--- config.mk ---
export PLATFORM = sky130hd
export DESIGN_NAME = rf_reader_config_registers
export DESIGN_NICKNAME = d
export VERILOG_FILES = /design/src/inc/rfreg_pkg.sv /design/src/rtl/rf_reader_config_registers.sv
export SDC_FILE = /design/constraint.sdc
export NUM_CORES = 1
export LEC_CHECK = 0
export ABC_AREA = 1
export BUFFER_PORTS_ARGS = -buffer_cell sky130_fd_sc_hd__buf_4
export CAP_MARGIN = 20
export CORE_MARGIN = 2
export CORE_UTILIZATION = 55
export CTS_CLUSTER_SIZE = 14
export DETAILED_ROUTE_END_ITERATION = 6
export GPL_TIMING_DRIVEN = 0
export PLACE_DENSITY = 0.78
export SYNTH_ARGS = -nofsm -noshare
export SYNTH_HDL_FRONTEND = slang
export SYNTH_SLANG_ARGS = --single-unit
--- constraint.sdc ---
create_clock -name ref_clk_i -period 3.6 [get_ports ref_clk_i]
set_input_delay 0.18 -clock ref_clk_i [delete_from_list [all_inputs] [get_ports ref_clk_i]]
set_output_delay 0.18 -clock ref_clk_i [all_outputs]
set_load 0.02 [all_outputs]
--- src/inc/rfreg_pkg.sv ---
// Purpose: Shared constants for the reader configuration and status register bank.
// Assumes: Byte-wide registers at sixteen consecutive addresses.
// Notes:   All offsets, field positions, command codes and reset values live here.
package rfreg_pkg;

   // Bus widths.
   localparam int ADDR_W = 4;
   localparam int DATA_W = 8;
   localparam int SEL_W  = 3;

   // Register offsets.
   localparam logic [3:0] PROTO_DEFAULT_LO       = 4'h0;
   localparam logic [3:0] PROTO_DEFAULT_HI       = 4'h1;
   localparam logic [3:0] PROTO_FOUR_HI          = 4'h9;
   localparam logic [3:0] DEVICE_STATUS          = 4'hA;
   localparam logic [3:0] LINK_ERROR_FLAGS       = 4'hB;
   localparam logic [3:0] HARDWARE_REVISION      = 4'hC;
   localparam logic [3:0] CLOCK_OUT_STANDBY_CTRL = 4'hD;
   localparam logic [3:0] TRANSMITTER_CONFIG     = 4'hE;
   localparam logic [3:0] RECEIVER_CONFIG        = 4'hF;

   // Command codes decoded by the bank.
   localparam logic [7:0] CMD_WRITE_REG = 8'h06;
   localparam logic [7:0] CMD_READ_REG  = 8'h07;
   localparam logic [7:0] CMD_CLEAR     = 8'h0E;

   // Protocol register selector values used by transmit commands.
   localparam logic [2:0] SEL_FIRST = 3'h1;
   localparam logic [2:0] SEL_LAST  = 3'h4;

   // Field positions.
   localparam int FWE_MSB        = 7;
   localparam int FWE_LSB        = 4;
   localparam int FWE_W          = 4;
   localparam int STAT_FIELD_BIT = 7;
   localparam int STAT_POWER_BIT = 6;
   localparam int STAT_CARD_BIT  = 5;
   localparam int ERR_MSB        = 7;
   localparam int ERR_LSB        = 2;
   localparam int ERR_W          = 6;
   localparam int STBY_HI_BIT    = 7;
   localparam int STBY_LO_BIT    = 6;
   localparam int CLK_EN_BIT     = 5;
   localparam int RATE_MSB       = 1;
   localparam int RATE_LSB       = 0;
   localparam int TX_POWER_BIT   = 7;
   localparam int MOD_MSB        = 6;
   localparam int MOD_LSB        = 0;

   // Reset values of the writable state.
   localparam logic [7:0] PROTO_LO_RST = 8'h00;
   localparam logic [3:0] PROTO_HI_RST = 4'h0;
   localparam logic [7:0] CLKCTRL_RST  = 8'h00;
   localparam logic [7:0] TX_RST       = 8'h00;
   localparam logic [7:0] RX_RST       = 8'h00;
   localparam logic [5:0] ERR_RST      = 6'h00;

endpackage : rfreg_pkg

--- src/rtl/rf_reader_config_registers.sv ---
// Purpose: Configuration and status register bank of a proximity-card reader.
// Assumes: Register commands arrive already decoded from the serial slave on ref_clk_i.
// Notes:   Only defined fields are stored, so reserved bits always read as zero.
// How it works
// - Sixteen byte registers decode at addresses 0x00 through 0x0F.
// - Five 16-bit protocol registers, low byte even address, high byte odd.
// - High byte bits 7..4 hold the frame wait exponent; 3..0 reserved.
// - Protocol register zero is read-only with fixed default settings.
// - Polling always takes its frame wait from protocol register zero.
// - Transmit commands use the protocol register one to four they select.
// - Status reads field on, power-up and card flag in bits 7..5.
// - Error register holds six error flags in bits 7..2.
// - Revision register returns a fixed design identifier.
// - Receiver configuration is read/write and drives the demodulator.
// - Transmitter configuration: bit 7 power, low field modulation level.
// - Clock-output register: standby bits 7..6, enable bit 5, rate bits 1..0.
// - Status, error, revision, protocol zero read-only; the rest read/write.
// - Clear resets writable registers and aborts the command through clear_abort_o.
// - Read register command 0x07, write register command 0x06.
`timescale 1ns/1ps
module rf_reader_config_registers #(
   parameter logic [7:0] REVISION_ID = 8'h5A,  // Arbitrary value.
   parameter logic [3:0] DEFAULT_FWE = 4'h4
) (
   // Clock and resets.
   input  wire logic       ref_clk_i,
   input  wire logic       srst_i,
   input  wire logic       reset_n_i,
   // Register command port.
   input  wire logic       cmd_valid_i,
   input  wire logic [7:0] cmd_code_i,
   input  wire logic [3:0] cmd_addr_i,
   input  wire logic [7:0] cmd_wdata_i,
   output logic      [7:0] rd_data_o,
   output logic            rd_valid_o,
   output logic            clear_abort_o,
   // Live status from the reader core.
   input  wire logic       carrier_field_on_i,
   input  wire logic       power_up_i,
   input  wire logic       card_detected_i,
   input  wire logic       rx_done_i,
   input  wire logic [5:0] rx_error_i,
   // Protocol selection from the command engine.
   input  wire logic       poll_active_i,
   input  wire logic [2:0] proto_sel_i,
   output logic      [3:0] frame_wait_exponent_o,
   // Configuration outputs.
   output logic            standby_ctrl_hi_o,
   output logic            standby_ctrl_lo_o,
   output logic            clock_out_enable_o,
   output logic      [1:0] clock_out_rate_sel_o,
   output logic            transmit_power_level_o,
   output logic      [6:0] modulation_level_o,
   output logic      [7:0] receiver_config_o
);

   // Register state.
   logic [4:1][7:0] proto_lo;
   logic [4:1][3:0] proto_fwe;
   logic [7:0]      clk_ctrl;
   logic [7:0]      tx_cfg;
   logic [7:0]      rx_cfg;
   logic [5:0]      err_flags;
   logic [3:0]      fwe_q;
   logic            rstn_meta;
   logic            rstn_sync;
   logic            rst;
   logic [7:0]      read_value;
   logic [4:1][7:0] next_proto_lo;
   logic [4:1][3:0] next_proto_fwe;
   logic [7:0]      next_clk_ctrl;
   logic [7:0]      next_tx_cfg;
   logic [7:0]      next_rx_cfg;
   logic [5:0]      next_err_flags;
   logic [3:0]      next_fwe_q;
   logic [7:0]      next_rd_data;
   logic            next_rd_valid;
   logic            next_clear;
   logic [2:0]      wr_idx;
   logic            is_wr;
   logic            is_rd;
   logic            is_clr;

   // The reset pin is asynchronous to ref_clk_i, so it passes two flops first.
   always_ff @(posedge ref_clk_i) begin
      if (srst_i) begin
         rstn_meta <= 1'b0;
         rstn_sync <= 1'b0;
      end else begin
         rstn_meta <= reset_n_i;
         rstn_sync <= rstn_meta;
      end
   end

   assign rst    = srst_i | ~rstn_sync;
   assign is_wr  = cmd_valid_i && (cmd_code_i == rfreg_pkg::CMD_WRITE_REG);
   assign is_rd  = cmd_valid_i && (cmd_code_i == rfreg_pkg::CMD_READ_REG);
   assign is_clr = cmd_valid_i && (cmd_code_i == rfreg_pkg::CMD_CLEAR);
   assign wr_idx = cmd_addr_i[3:1];

   // Read multiplexer; all sixteen addresses decode, so no address goes unanswered.
   always_comb begin
      read_value = 8'h00;
      if (cmd_addr_i <= rfreg_pkg::PROTO_FOUR_HI) begin
         if (wr_idx == 3'h0) begin
            read_value = cmd_addr_i[0] ? {DEFAULT_FWE, 4'h0} : 8'h00;
         end else if (cmd_addr_i[0]) begin
            read_value = {proto_fwe[wr_idx], 4'h0};
         end else begin
            read_value = proto_lo[wr_idx];
         end
      end else begin
         case (cmd_addr_i)
            rfreg_pkg::DEVICE_STATUS: begin
               read_value[rfreg_pkg::STAT_FIELD_BIT] = carrier_field_on_i;
               read_value[rfreg_pkg::STAT_POWER_BIT] = power_up_i;
               read_value[rfreg_pkg::STAT_CARD_BIT]  = card_detected_i;
            end
            rfreg_pkg::LINK_ERROR_FLAGS: begin
               read_value[rfreg_pkg::ERR_MSB:rfreg_pkg::ERR_LSB] = err_flags;
            end
            rfreg_pkg::HARDWARE_REVISION:      read_value = REVISION_ID;
            rfreg_pkg::CLOCK_OUT_STANDBY_CTRL: read_value = clk_ctrl;
            rfreg_pkg::TRANSMITTER_CONFIG:     read_value = tx_cfg;
            rfreg_pkg::RECEIVER_CONFIG:        read_value = rx_cfg;
            default:                           read_value = 8'h00;
         endcase
      end
   end

   // Next-state logic for the whole bank.
   always_comb begin
      next_proto_lo  = proto_lo;
      next_proto_fwe = proto_fwe;
      next_clk_ctrl  = clk_ctrl;
      next_tx_cfg    = tx_cfg;
      next_rx_cfg    = rx_cfg;
      next_err_flags = err_flags;
      next_rd_data   = rd_data_o;
      next_rd_valid  = 1'b0;
      next_clear     = 1'b0;
      // Polling has priority: it never looks at the selectable registers.
      if (poll_active_i) begin
         next_fwe_q = DEFAULT_FWE;
      end else if (proto_sel_i >= rfreg_pkg::SEL_FIRST && proto_sel_i <= rfreg_pkg::SEL_LAST) begin
         next_fwe_q = proto_fwe[proto_sel_i[1:0] == 2'b00 ? 3'h4 : proto_sel_i];
      end else begin
         next_fwe_q = DEFAULT_FWE;
      end
      if (rx_done_i) begin
         next_err_flags = rx_error_i;
      end
      if (is_rd) begin
         next_rd_data  = read_value;
         next_rd_valid = 1'b1;
      end
      if (is_clr) begin
         next_proto_lo  = {4{rfreg_pkg::PROTO_LO_RST}};
         next_proto_fwe = {4{rfreg_pkg::PROTO_HI_RST}};
         next_clk_ctrl  = rfreg_pkg::CLKCTRL_RST;
         next_tx_cfg    = rfreg_pkg::TX_RST;
         next_rx_cfg    = rfreg_pkg::RX_RST;
         next_clear     = 1'b1;
      end else if (is_wr) begin
         // Only defined fields are kept; reserved bits are dropped on write.
         if (cmd_addr_i <= rfreg_pkg::PROTO_FOUR_HI && wr_idx != 3'h0) begin
            if (cmd_addr_i[0]) begin
               next_proto_fwe[wr_idx] =
                  cmd_wdata_i[rfreg_pkg::FWE_MSB:rfreg_pkg::FWE_LSB];
            end else begin
               next_proto_lo[wr_idx] = cmd_wdata_i;
            end
         end else begin
            case (cmd_addr_i)
               rfreg_pkg::CLOCK_OUT_STANDBY_CTRL: begin
                  next_clk_ctrl = {cmd_wdata_i[rfreg_pkg::STBY_HI_BIT:rfreg_pkg::CLK_EN_BIT],
                                   3'b000,
                                   cmd_wdata_i[rfreg_pkg::RATE_MSB:rfreg_pkg::RATE_LSB]};
               end
               rfreg_pkg::TRANSMITTER_CONFIG: next_tx_cfg = cmd_wdata_i;
               rfreg_pkg::RECEIVER_CONFIG:    next_rx_cfg = cmd_wdata_i;
               default:                       ;
            endcase
         end
      end
   end

   // State registers.
   always_ff @(posedge ref_clk_i) begin
      if (rst) begin
         proto_lo      <= {4{rfreg_pkg::PROTO_LO_RST}};
         proto_fwe     <= {4{rfreg_pkg::PROTO_HI_RST}};
         clk_ctrl      <= rfreg_pkg::CLKCTRL_RST;
         tx_cfg        <= rfreg_pkg::TX_RST;
         rx_cfg        <= rfreg_pkg::RX_RST;
         err_flags     <= rfreg_pkg::ERR_RST;
         fwe_q         <= 4'h0;
         rd_data_o     <= 8'h00;
         rd_valid_o    <= 1'b0;
         clear_abort_o <= 1'b0;
      end else begin
         proto_lo      <= next_proto_lo;
         proto_fwe     <= next_proto_fwe;
         clk_ctrl      <= next_clk_ctrl;
         tx_cfg        <= next_tx_cfg;
         rx_cfg        <= next_rx_cfg;
         err_flags     <= next_err_flags;
         fwe_q         <= next_fwe_q;
         rd_data_o     <= next_rd_data;
         rd_valid_o    <= next_rd_valid;
         clear_abort_o <= next_clear;
      end
   end

   // Configuration fields straight from their registers.
   assign frame_wait_exponent_o  = fwe_q;
   assign standby_ctrl_hi_o      = clk_ctrl[rfreg_pkg::STBY_HI_BIT];
   assign standby_ctrl_lo_o      = clk_ctrl[rfreg_pkg::STBY_LO_BIT];
   assign clock_out_enable_o     = clk_ctrl[rfreg_pkg::CLK_EN_BIT];
   assign clock_out_rate_sel_o   = clk_ctrl[rfreg_pkg::RATE_MSB:rfreg_pkg::RATE_LSB];
   assign transmit_power_level_o = tx_cfg[rfreg_pkg::TX_POWER_BIT];
   assign modulation_level_o     = tx_cfg[rfreg_pkg::MOD_MSB:rfreg_pkg::MOD_LSB];
   assign receiver_config_o      = rx_cfg;

   // Checks on the bank's own behaviour.
   a_read_answer: assert property (@(posedge ref_clk_i) disable iff (rst)
      is_rd |=> rd_valid_o && rd_data_o == $past(read_value))
      else $error("Read answer missing or wrong.");
   a_default_fixed: assert property (@(posedge ref_clk_i) disable iff (rst)
      is_rd && cmd_addr_i == rfreg_pkg::PROTO_DEFAULT_HI |=> rd_data_o == {DEFAULT_FWE, 4'h0})
      else $error("Default protocol register altered.");
   a_poll_default: assert property (@(posedge ref_clk_i) disable iff (rst)
      poll_active_i |=> frame_wait_exponent_o == DEFAULT_FWE)
      else $error("Polling used a selectable register.");
   a_sel_fwe: assert property (@(posedge ref_clk_i) disable iff (rst)
      !poll_active_i && proto_sel_i == 3'h2 |=> frame_wait_exponent_o == $past(proto_fwe[2]))
      else $error("Selected frame wait not applied.");
   a_tx_write: assert property (@(posedge ref_clk_i) disable iff (rst)
      is_wr && !is_clr && cmd_addr_i == rfreg_pkg::TRANSMITTER_CONFIG
      |=> tx_cfg == $past(cmd_wdata_i))
      else $error("Transmitter write lost.");
   a_clear_all: assert property (@(posedge ref_clk_i) disable iff (rst)
      is_clr |=> clear_abort_o && tx_cfg == rfreg_pkg::TX_RST && rx_cfg == rfreg_pkg::RX_RST
              && clk_ctrl == rfreg_pkg::CLKCTRL_RST ##1 (!clear_abort_o || $past(is_clr)))
      else $error("Clear did not reset the bank.");
   a_ro_ignored: assert property (@(posedge ref_clk_i) disable iff (rst)
      is_wr && cmd_addr_i >= rfreg_pkg::DEVICE_STATUS && cmd_addr_i <= rfreg_pkg::HARDWARE_REVISION
      |=> $stable(proto_fwe) && $stable(proto_lo) && $stable(tx_cfg) && $stable(rx_cfg))
      else $error("Read-only write changed state.");
   a_err_update: assert property (@(posedge ref_clk_i) disable iff (rst)
      rx_done_i ##1 is_rd && cmd_addr_i == rfreg_pkg::LINK_ERROR_FLAGS
      |=> rd_data_o == {$past(rx_error_i, 2), 2'b00})
      else $error("Error flags not updated.");
   a_status_bits: assert property (@(posedge ref_clk_i) disable iff (rst)
      is_rd && cmd_addr_i == rfreg_pkg::DEVICE_STATUS
      |=> rd_data_o[4:0] == 5'h00 && rd_data_o[7] == $past(carrier_field_on_i))
      else $error("Status read wrong.");

endmodule : rf_reader_config_registers

==> results of run 1 <==
==> repair_timing <==
| action | in CTS | in global routing |
|---|---|---|
| hold endpoints to repair | 2 | 0 |
| setup buffers | 0 | 0 |
| endpoints found under the setup margin | 0 | 0 |
| hold buffers | 1 | 0 |
==> worst max-delay path, stage by stage <==
cell	delay, ns
dlygate4sd3_1	0.54
buf_4	0.14
nor2_1	0.21
inv_1	0.22
a31oi_4	0.31
clkbuf_1	0.46
o21ai_0	0.19
nor2_1	0.12
==> sequential cells by signal, summed over array words and instances, names as in the netlist, 4 cells and up <==
signal	cells
err_flags	6
clk_ctrl	5
rd_data_o	8
tx_cfg	8
receiver_config_o	8
proto_lo	32
frame_wait_exponent_o	4
proto_fwe	16
==> power groups by stage <==
| stage | Sequential, mW | Clock [mW] | Combinational (mW) |
|---|---|---|---|
| CTS | 1.01 | 0.753 | 0.129 |
| global placement | 1.03 | 0 | 0.125 |
| finish | 1.01 | 0.748 | 0.130 |
| detailed placement | 1.03 | 0 | 0.127 |
| global route | 1.01 | 0.786 | 0.142 |
| floorplan | 1.03 | 0 | 0.0655 |
==> cell usage in the layout, fill, tap and decap left out, types with 3 or more instances in the layout <==
cell / count
a21oi_1: 21
buf_2: 4
buf_4: 73
clkbuf_1: 10
clkbuf_8: 9
dfxtp_1: 91
inv_1: 55
inv_2: 13
nand2_1: 141
nand3_1: 17
nand4_1: 17
nor2_1: 158
nor2_4: 7
o21ai_0: 81
o21ai_1: 3
==> cells by family (layout without fill, tap and decap cells) <==
kind of cell	count (synthesis)	count (layout)	synth area share [%]
simple gates	351	351	35.6
flops	91	91	42.6
buf+inv	88	174	8.20
compound gates	109	109	13.4
xor+xnor	1	1	0.205
==> stage by stage <==
stage | instances | setup WS [ns] | hold WS (ns)
4_1_cts | 828 | 1.61 | 0.0137
6_report | 828 | 1.55 | 0.00994
2_1_floorplan | 640 | 2.25 | 0.251
3_3_place_gp | 811 | 1.76 | 0.354
5_1_grt | 828 | 1.38 | 0.0466
3_5_place_dp | 811 | 1.72 | 0.360
==> per-layer routing <==
metal  vias up  wire length (microns)  global-route usage, %
met4         0                    406                   14.2
li1       2190                      -                      -
met1      2049                   5110                   38.0
met3        38                    940                   4.60
met2       205                   5740                   49.1
met5         -                      0                      0
==> path summary, 6_finish.rpt <==
check	startpoint	endpoint	slack [ns]	cells past startpoint
worst max-delay path	srst_i	receiver_config_o[5]	1.55	8
worst min-delay path	reset_n_i	rstn_meta	0.01	3
worst max register to register	rstn_sync	receiver_config_o[5]	1.70	7
worst min register to register	rstn_meta	rstn_sync	0.41	2
==> area by class of cell <==
class / count / share of cell area (%)
buffer: 19 / 1.77
clock buffer: 9 / 2.41
clock inverter: 7 / 1.80
inverter: 69 / 5.03
multi-input combinational: 461 / 40.8
sequential: 91 / 35.4
tap: 102 / 2.48
timing repair buffer: 70 / 10.3
==> results.toml, run 1 <==
[outcome]
status = "finished clean"

[run]
maxCapViolCount = 0

[clocking]
cts.repair.resized = 0
clk_path_buf_depth = 2
clk_latency_ns = 0.38
cts.sinks = 91
htreeDepth = 3
cts_buffers = 9
cts_root_buffer = "clkbuf_8"
tritoncts = "yes"
path_clk_slew_ns = 0.09

[placed_design]
dpl_cell_area_sq_um = 4920
place_congestion = 0.980
dp_hpwl_microns = 8870
io_buffer_count = 69

[routing]
drt_wl_total_microns = 12200
first_pass_iters = 7
drt_iter0_drc = 393
post_drt_wl_per_cell_microns = 14.7
drc_errors = 0
ant_nets = 0
viasPerCell = 5.41
vias = 4482

[synthesis]
synth.most_common_cell = "nor2_1"
postSynthCellCount = 640
yosysTopAreaCellShare_pct = 42.6
netlist_area_sq_um = 4270
yosys_warnings = 0
ys_ff_latch = 91
synthArstFlopShare_pct = 0
seq_area_frac_synth_pct = 42.6
synth_edf_count = 0
syn_nets = 678
yosys.area.top_type = "dfxtp_1"
syn-mean-instance-area_sq_um = 6.68
synth_top_flop_cell = "dfxtp_1"
ys_types = 30
yosys-top-cells-count = "nor2_1, nand2_1, dfxtp_1"
ys_top_cells_by_area = "dfxtp_1, nor2_1, nand2_1"

[finish]
drive_above_1_share_pct = 17.2
final-seq-area_sq_um = 1820
multi_input_area_sq_um = 2100
nFillCells = 675
diodes = 0
fin_area_sq_um = 5150
area_growth_syn_to_layout_pct = 20.4
nNetsFinal = 759
final_util_pct = 67.6

[setup_path]
cp-end-kind = "flip-flop"
crit_fanout = 10
critPathLaunchType = "input pin"
required_ns = 3.91
cp.arrival_ns = 2.37
path_class = "in2reg"

[power_and_ir_drop]
power.density_nw_per_um2 = 367
power.net_switching_mw = 0.494
leakagePower_nw = 2.33
intPower_mw = 1.39
switching_share_pct = 26.2
peakVddDrop_mv = 0.212
p_total_mw = 1.89
pwr-share-clk_pct = 39.7
p_comb_share_pct = 6.9
seq_power_share_pct = 53.5

[sta]
fmax_mhz = 487
fin_crit_ns = 2.05
slew_violations = 0
finalClockSkew_ns = 0.0133
hold_violations = 0
tightest_slew_ns = 0.617
setup_viol = 0
finalCritPeriodShare_pct = 57.0
slew_headroom_pct = 58.8
tns_ns = 0
rsz0062_at_grt = "no"

[die]
start_util_pct = 56.2
fp.coreArea_sq_um = 7610
rows = 32
die_h_microns = 92.2
die_w_microns = 92.2
dieArea_sq_um = 8490
io_pins = 73

[global_route]
grt_pass1_wl_microns = 19700
grtUsageTotal_pct = 29.7
grt_pass1_vias = 4141
grt_overflow = 0
grt_start_max_net_pins = 19
antenna_found_initial = 0

[worst_hold_path]
hp-class = "in2reg"
Note: power is estimated with default switching activity, not from simulation.
==> run 2: changes to the inputs <==
--- a/config.mk
+++ b/config.mk
@@ -9,11 +9,11 @@
 export BUFFER_PORTS_ARGS = -buffer_cell sky130_fd_sc_hd__buf_4
 export CAP_MARGIN = 20
 export CORE_MARGIN = 2
-export CORE_UTILIZATION = 55
+export CORE_UTILIZATION = 51
 export CTS_CLUSTER_SIZE = 14
 export DETAILED_ROUTE_END_ITERATION = 6
 export GPL_TIMING_DRIVEN = 0
-export PLACE_DENSITY = 0.78
+export PLACE_DENSITY = 0.76
 export SYNTH_ARGS = -nofsm -noshare
 export SYNTH_HDL_FRONTEND = slang
 export SYNTH_SLANG_ARGS = --single-unit
==> constraint.sdc (replaced) <==
create_clock -name ref_clk_i -period 1.81 [get_ports ref_clk_i]
set_input_delay 0.0905 -clock ref_clk_i [delete_from_list [all_inputs] [get_ports ref_clk_i]]
set_output_delay 0.0905 -clock ref_clk_i [all_outputs]
set_load 0.02 [all_outputs]
==> results.toml, run 2 (synthesized netlist as in run 1, its figures left out) <==
[power_and_ir_drop]
leakagePower_nw = 2.36
p_total_mw = 3.55
power.density_nw_per_um2 = 681
peakVddDrop_mv = 0.509

[clocking]
cts.sinks = 91
path_clk_slew_ns = 0.09
htreeDepth = 3
clk_latency_ns = 0.36
cts_root_buffer = "clkbuf_8"
clk_path_buf_depth = 2
cts_buffers = 9
tritoncts = "yes"

[sta]
slew_headroom_pct = 56.6
fmax_mhz = 587
slew_violations = 0
setup_slack_ns = 0.105
finalCritPeriodShare_pct = 94.2
fin_crit_ns = 1.70
hold_violations = 0
tightest_slew_ns = 0.651
finalClockSkew_ns = 0.0103
tns_ns = 0
setup_viol = 0
rsz0062_at_grt = "no"
whs_ns = 0.0112

[finish]
layout_commonest_cell = "nor2_1"
final_cell_mix = "nor2_1, nand2_1, dfxtp_1, o21ai_0, buf_4"
final_cells = 840
top_register = "proto_lo"
area_growth_syn_to_layout_pct = 22.0
largest_register_ff_count = 32
drive_above_1_share_pct = 17.8
reg_top3 = "proto_lo x32, proto_fwe x16"
final_util_pct = 63.8
fin_area_sq_um = 5210
nNetsFinal = 768
diodes = 0

[routing]
drc_errors = 0
drt_wl_total_microns = 12600
drt_iter0_drc = 336
ant_nets = 0
viasPerCell = 5.38
first_pass_iters = 5
vias = 4517
post_drt_wl_per_cell_microns = 15.0

[placed_design]
dp_hpwl_microns = 9070
pre_cts_ws_ns = -0.0610
io_buffer_count = 69
place_congestion = 0.901
dp.cells = 814
dpl_cell_area_sq_um = 4920

[setup_path]
cpMostUsedCell = "buf_4"
critPathTopFamily = "buffers and inverters"
r2r_slack_ns = 0.19
slowest_delay_ns = 0.54
critPathSlowestCell = "dlygate4sd3_1"
critical_path_buf_inv_count = 5
path_class = "in2reg"
critPathLaunchType = "input pin"
r2r_end = "proto_lo[7]"
rr_startpoint = "rstn_sync"
crit_start = "srst_i"
rr_worst_depth = 8
crit_fanout = 10
cp.arrival_ns = 2.00
cp_cell_sequence = "dlygate4sd3_1 > buf_4 > nor2_2 > inv_2 > a31oi_4 > buf_4 > clkbuf_2 > o21ai_0 > nor2_1"
required_ns = 2.10
cp-end-kind = "flip-flop"

[global_route]
grt_start_max_net_pins = 17
grt_pass1_wl_microns = 19500
grt_overflow = 0
grt_pass1_vias = 4126
antenna_found_initial = 0
grtUsageTotal_pct = 27.8

[die]
fp.coreArea_sq_um = 8180
die_h_microns = 95.5
dieArea_sq_um = 9130
rows = 33
start_util_pct = 52.3
die_w_microns = 95.5
io_pins = 73

[worst_hold_path]
hp-start = "cmd_wdata_i[7]"
hp-class = "in2reg"
whs_path_depth = 3
hold-path-endpoint = "proto_fwe[15]"

[run]
maxCapViolCount = 0

[outcome]
status = "finished clean"
-- run 2: cell count changes in the layout (fill, tap and decap cells not counted), moves of 2 or more --
| cell | delta |
|---|---|
| buf_2 | -2 |
| buf_4 | +2 |
| clkbuf_1 | -4 |
| clkbuf_2 | +5 |
| clkinvlp_4 | +2 |
| dlygate4sd3_1 | +9 |
-- run 2: how the worst max path moves through the flow --
stage | endpoint | depth (start not counted)
2_1_floorplan | proto_lo[29] | 8
3_3_place_gp | proto_lo[26] | 8
3_5_place_dp | tx_cfg[7] | 7
4_1_cts | proto_lo[16] | 9
5_1_grt | receiver_config_o[4] | 9
6_report | proto_lo[7] | 9
-- run 2: power by group --
group / internal [mW] / switching (mW)
Sequential: 2.00 / 0.00137
Combinational: 0.105 / 0.172
Clock: 0.514 / 0.752
-- run 2: repair_timing --
action / in CTS / in global routing
buffers inserted: 0 / 1
hold buffers: 10 / 0
endpoints found under the setup margin: 52 / 35
hold endpoints to repair: 10 / 0
gates resized for setup: 4 / 8
-- run 2: final cells by class --
type,count,area [sq um]
plain buffers,18,95.1
clock buffers,10,128
clock inverters,6,48.8
fillers,769,2960
inverters,69,259
multi-input cells,461,2100
flip-flops and latches,91,1820
well taps,105,131
repair buffers,80,626
-- run 2: per-layer routing --
metal / routed length [microns] / part of all wire, % / vias up / track usage (%)
met5: 0 / 0 / - / 0
met4: 403 / 3.2 / 0 / 11.5
met3: 928 / 7.4 / 32 / 4.98
met2: 5950 / 47 / 183 / 46.3
met1: 5330 / 42 / 2098 / 35.4
li1: - / - / 2204 / -
-- run 2: tightest hold or removal path, stage by stage --
cell	delay (ns)
buf_4	0.09
o21ai_1	0.07
nor2_1	0.08
==> run 3: changes to the inputs <==
--- a/config.mk
+++ b/config.mk
@@ -5,15 +5,14 @@
 export SDC_FILE = /design/constraint.sdc
 export NUM_CORES = 1
 export LEC_CHECK = 0
-export ABC_AREA = 1
 export BUFFER_PORTS_ARGS = -buffer_cell sky130_fd_sc_hd__buf_4
 export CAP_MARGIN = 20
 export CORE_MARGIN = 2
-export CORE_UTILIZATION = 51
+export CORE_UTILIZATION = 50
 export CTS_CLUSTER_SIZE = 14
 export DETAILED_ROUTE_END_ITERATION = 6
 export GPL_TIMING_DRIVEN = 0
-export PLACE_DENSITY = 0.76
+export PLACE_DENSITY = 0.75
 export SYNTH_ARGS = -nofsm -noshare
 export SYNTH_HDL_FRONTEND = slang
 export SYNTH_SLANG_ARGS = --single-unit
==> results.toml, run 3 <==
[outcome]
status = "finished clean"

[routing]
vias = 4097
viasPerCell = 5.99
drt_iter0_drc = 358
drt_wl_total_microns = 12500
drc_errors = 0
post_drt_wl_per_cell_microns = 18.3
first_pass_iters = 5
ant_nets = 0

[finish]
nFillCells = 700
nNetsFinal = 612
drive_above_1_share_pct = 19.0
layout_commonest_cell = "dfxtp_1"
diodes = 0
fin_area_sq_um = 5180
final_cells = 684
top_register = "proto_lo"
largest_register_ff_count = 32
final_cell_mix = "dfxtp_1, buf_4, nand2_1, nor2_1, mux2i_1"
reg_top3 = "proto_lo x32, proto_fwe x16"
area_growth_syn_to_layout_pct = 23.7

[synthesis]
yosys.area.top_type = "dfxtp_1"
postSynthCellCount = 483
ys_types = 46
netlist_area_sq_um = 4190
yosys-top-cells-count = "dfxtp_1, nor2_1, nand2_1"
synth_top_flop_cell = "dfxtp_1"
ys_ff_latch = 91
synth.most_common_cell = "dfxtp_1"
syn_nets = 521
synthArstFlopShare_pct = 0
yosys_warnings = 0
seq_area_frac_synth_pct = 43.5
synth_edf_count = 0
ys_top_cells_by_area = "dfxtp_1, mux2i_1, a21oi_1"
syn-mean-instance-area_sq_um = 8.67
yosysTopAreaCellShare_pct = 43.5

[power_and_ir_drop]
p_total_mw = 3.80
power.density_nw_per_um2 = 733
power.net_switching_mw = 0.966
seq_power_share_pct = 52.8
peakVddDrop_mv = 0.386
p_comb_share_pct = 8.8
pwr-share-clk_pct = 38.4
leakagePower_nw = 1.80
switching_share_pct = 25.4
intPower_mw = 2.83

[die]
rows = 33
start_util_pct = 51.2
fp.coreArea_sq_um = 8180
die_h_microns = 95.5
dieArea_sq_um = 9130
io_pins = 73
die_w_microns = 95.5

[sta]
finalCritPeriodShare_pct = 98.8
slew_violations = 0
slew_headroom_pct = 43.3
finalClockSkew_ns = 0.00920
hold_violations = 0
tightest_slew_ns = 0.849
tns_ns = 0
setup_slack_ns = 0.0214
setup_viol = 0
fmax_mhz = 559
fin_crit_ns = 1.79
rsz0062_at_grt = "no"

[clocking]
cts_setup_buffers = 0
cts_buffers = 9
cts.sinks = 91
clk_latency_ns = 0.37
path_clk_slew_ns = 0.09
clk_path_buf_depth = 2
tritoncts = "yes"
htreeDepth = 3
cts_root_buffer = "clkbuf_8"

[global_route]
grt_start_max_net_pins = 17
grt_overflow = 0
grt_pass1_wl_microns = 18900
grt_pass1_vias = 3647
grtUsageTotal_pct = 27.6
antenna_found_initial = 0

[setup_path]
critical_path_buf_inv_count = 2
cp.arrival_ns = 2.04
path_class = "in2reg"
critPathTopFamily = "simple AND/OR/NAND/NOR gates"
cp-end-kind = "flip-flop"
slowest_delay_ns = 0.56
cp_cell_sequence = "buf_4 > clkbuf_1 > nor2b_1 > nand2_1 > nor3_2 > mux2i_1 > nor2_1"
critPathSlowestCell = "nor3_2"
critPathLaunchType = "input pin"
crit_fanout = 10
required_ns = 2.06

[run]
maxCapViolCount = 0

[placed_design]
io_buffer_count = 68
pre_cts_ws_ns = -0.461
dp.cells = 656
place_congestion = 0.947
dp_hpwl_microns = 8980
dpl_cell_area_sq_um = 4830

[worst_hold_path]
hp-class = "in2reg"
==> run 3: cell count changes after synthesis, moves of 13 or more <==
cell / delta
inv_2: -13
inv_1: -47
nand4_1: -14
a21oi_1: +25
nand2_1: -81
mux2i_1: +59
nor2_1: -97
o21ai_0: -55
==> run 3: per-layer routing <==
metal  share of wire, %  track usage [%]  routed length [microns]  vias to the layer above
li1                   -                -                        -                     1897
met1                 42             36.8                     5280                     1910
met2                 46             43.8                     5740                      253
met3                9.2             6.01                     1150                       37
met4                2.9             10.2                      358                        0
met5                  0                0                        0                        -
==> run 3: worst paths after layout <==
check	slack (ns)	endpoint	cells after the start	startpoint
worst max-delay path	0.02	clk_ctrl[6]	7	cmd_addr_i[1]
worst min-delay path	0.01	proto_lo[18]	3	cmd_wdata_i[2]
worst max register to register	0.17	proto_lo[27]	6	rstn_sync
worst min register to register	0.45	rstn_sync	1	rstn_meta
==> run 3: worst register-to-register path: cells and delay by family, from the launching register on <==
family	cells	cell delay [ns]
AO/OA/AOI/OAI	1	0.19
buffers and inverters	3	0.78
flip-flops	1	0.34
AND/OR/NAND/NOR	2	0.27
==> run 3: cell type report <==
type | count | area (sq um) | area share (%)
well taps | 105 | 131 | 2.53
clock inverters | 6 | 72.6 | 1.40
inverters | 8 | 30.0 | 0.579
multi-input cells | 353 | 2230 | 43.1
clock buffers | 10 | 138 | 2.66
flip-flops and latches | 91 | 1820 | 35.1
plain buffers | 31 | 125 | 2.41
repair buffers | 80 | 631 | 12.2
==> run 3: power groups by stage <==
stage | sequential (mW) | clock (mW) | combinational [mW]
floorplan | 2.05 | 0 | 0.157
global placement | 2.05 | 0 | 0.298
detailed placement | 2.05 | 0 | 0.301
CTS | 2.01 | 1.47 | 0.323
global route | 2.01 | 1.55 | 0.354
finish | 2.01 | 1.46 | 0.334
==> run 3: cells by family after synthesis <==
kind of cell | synth area share, %
buffers and inverters | 3.61
AO/OA/AOI/OAI | 16.2
multiplexers | 16.8
AND/OR/NAND/NOR | 20.0
flip-flops | 43.5
==> run 3: metrics by stage <==
step	hold slack [ns]	utilization (%)
3_3_place_gp	0.274	59.1
3_5_place_dp	0.286	59.1
2_1_floorplan	0.162	-
6_report	0.0146	63.4
5_1_grt	0.00744	63.4
4_1_cts	0.00833	63.1
==> run 3: repair_timing <==
item | 4_1_cts | 5_1_grt
hold buffers | 12 | 0
gates cloned | 0 | 0
resized for setup | 1 | 8
setup endpoints to repair | 10 | 73
hold endpoints to repair | 15 | 0
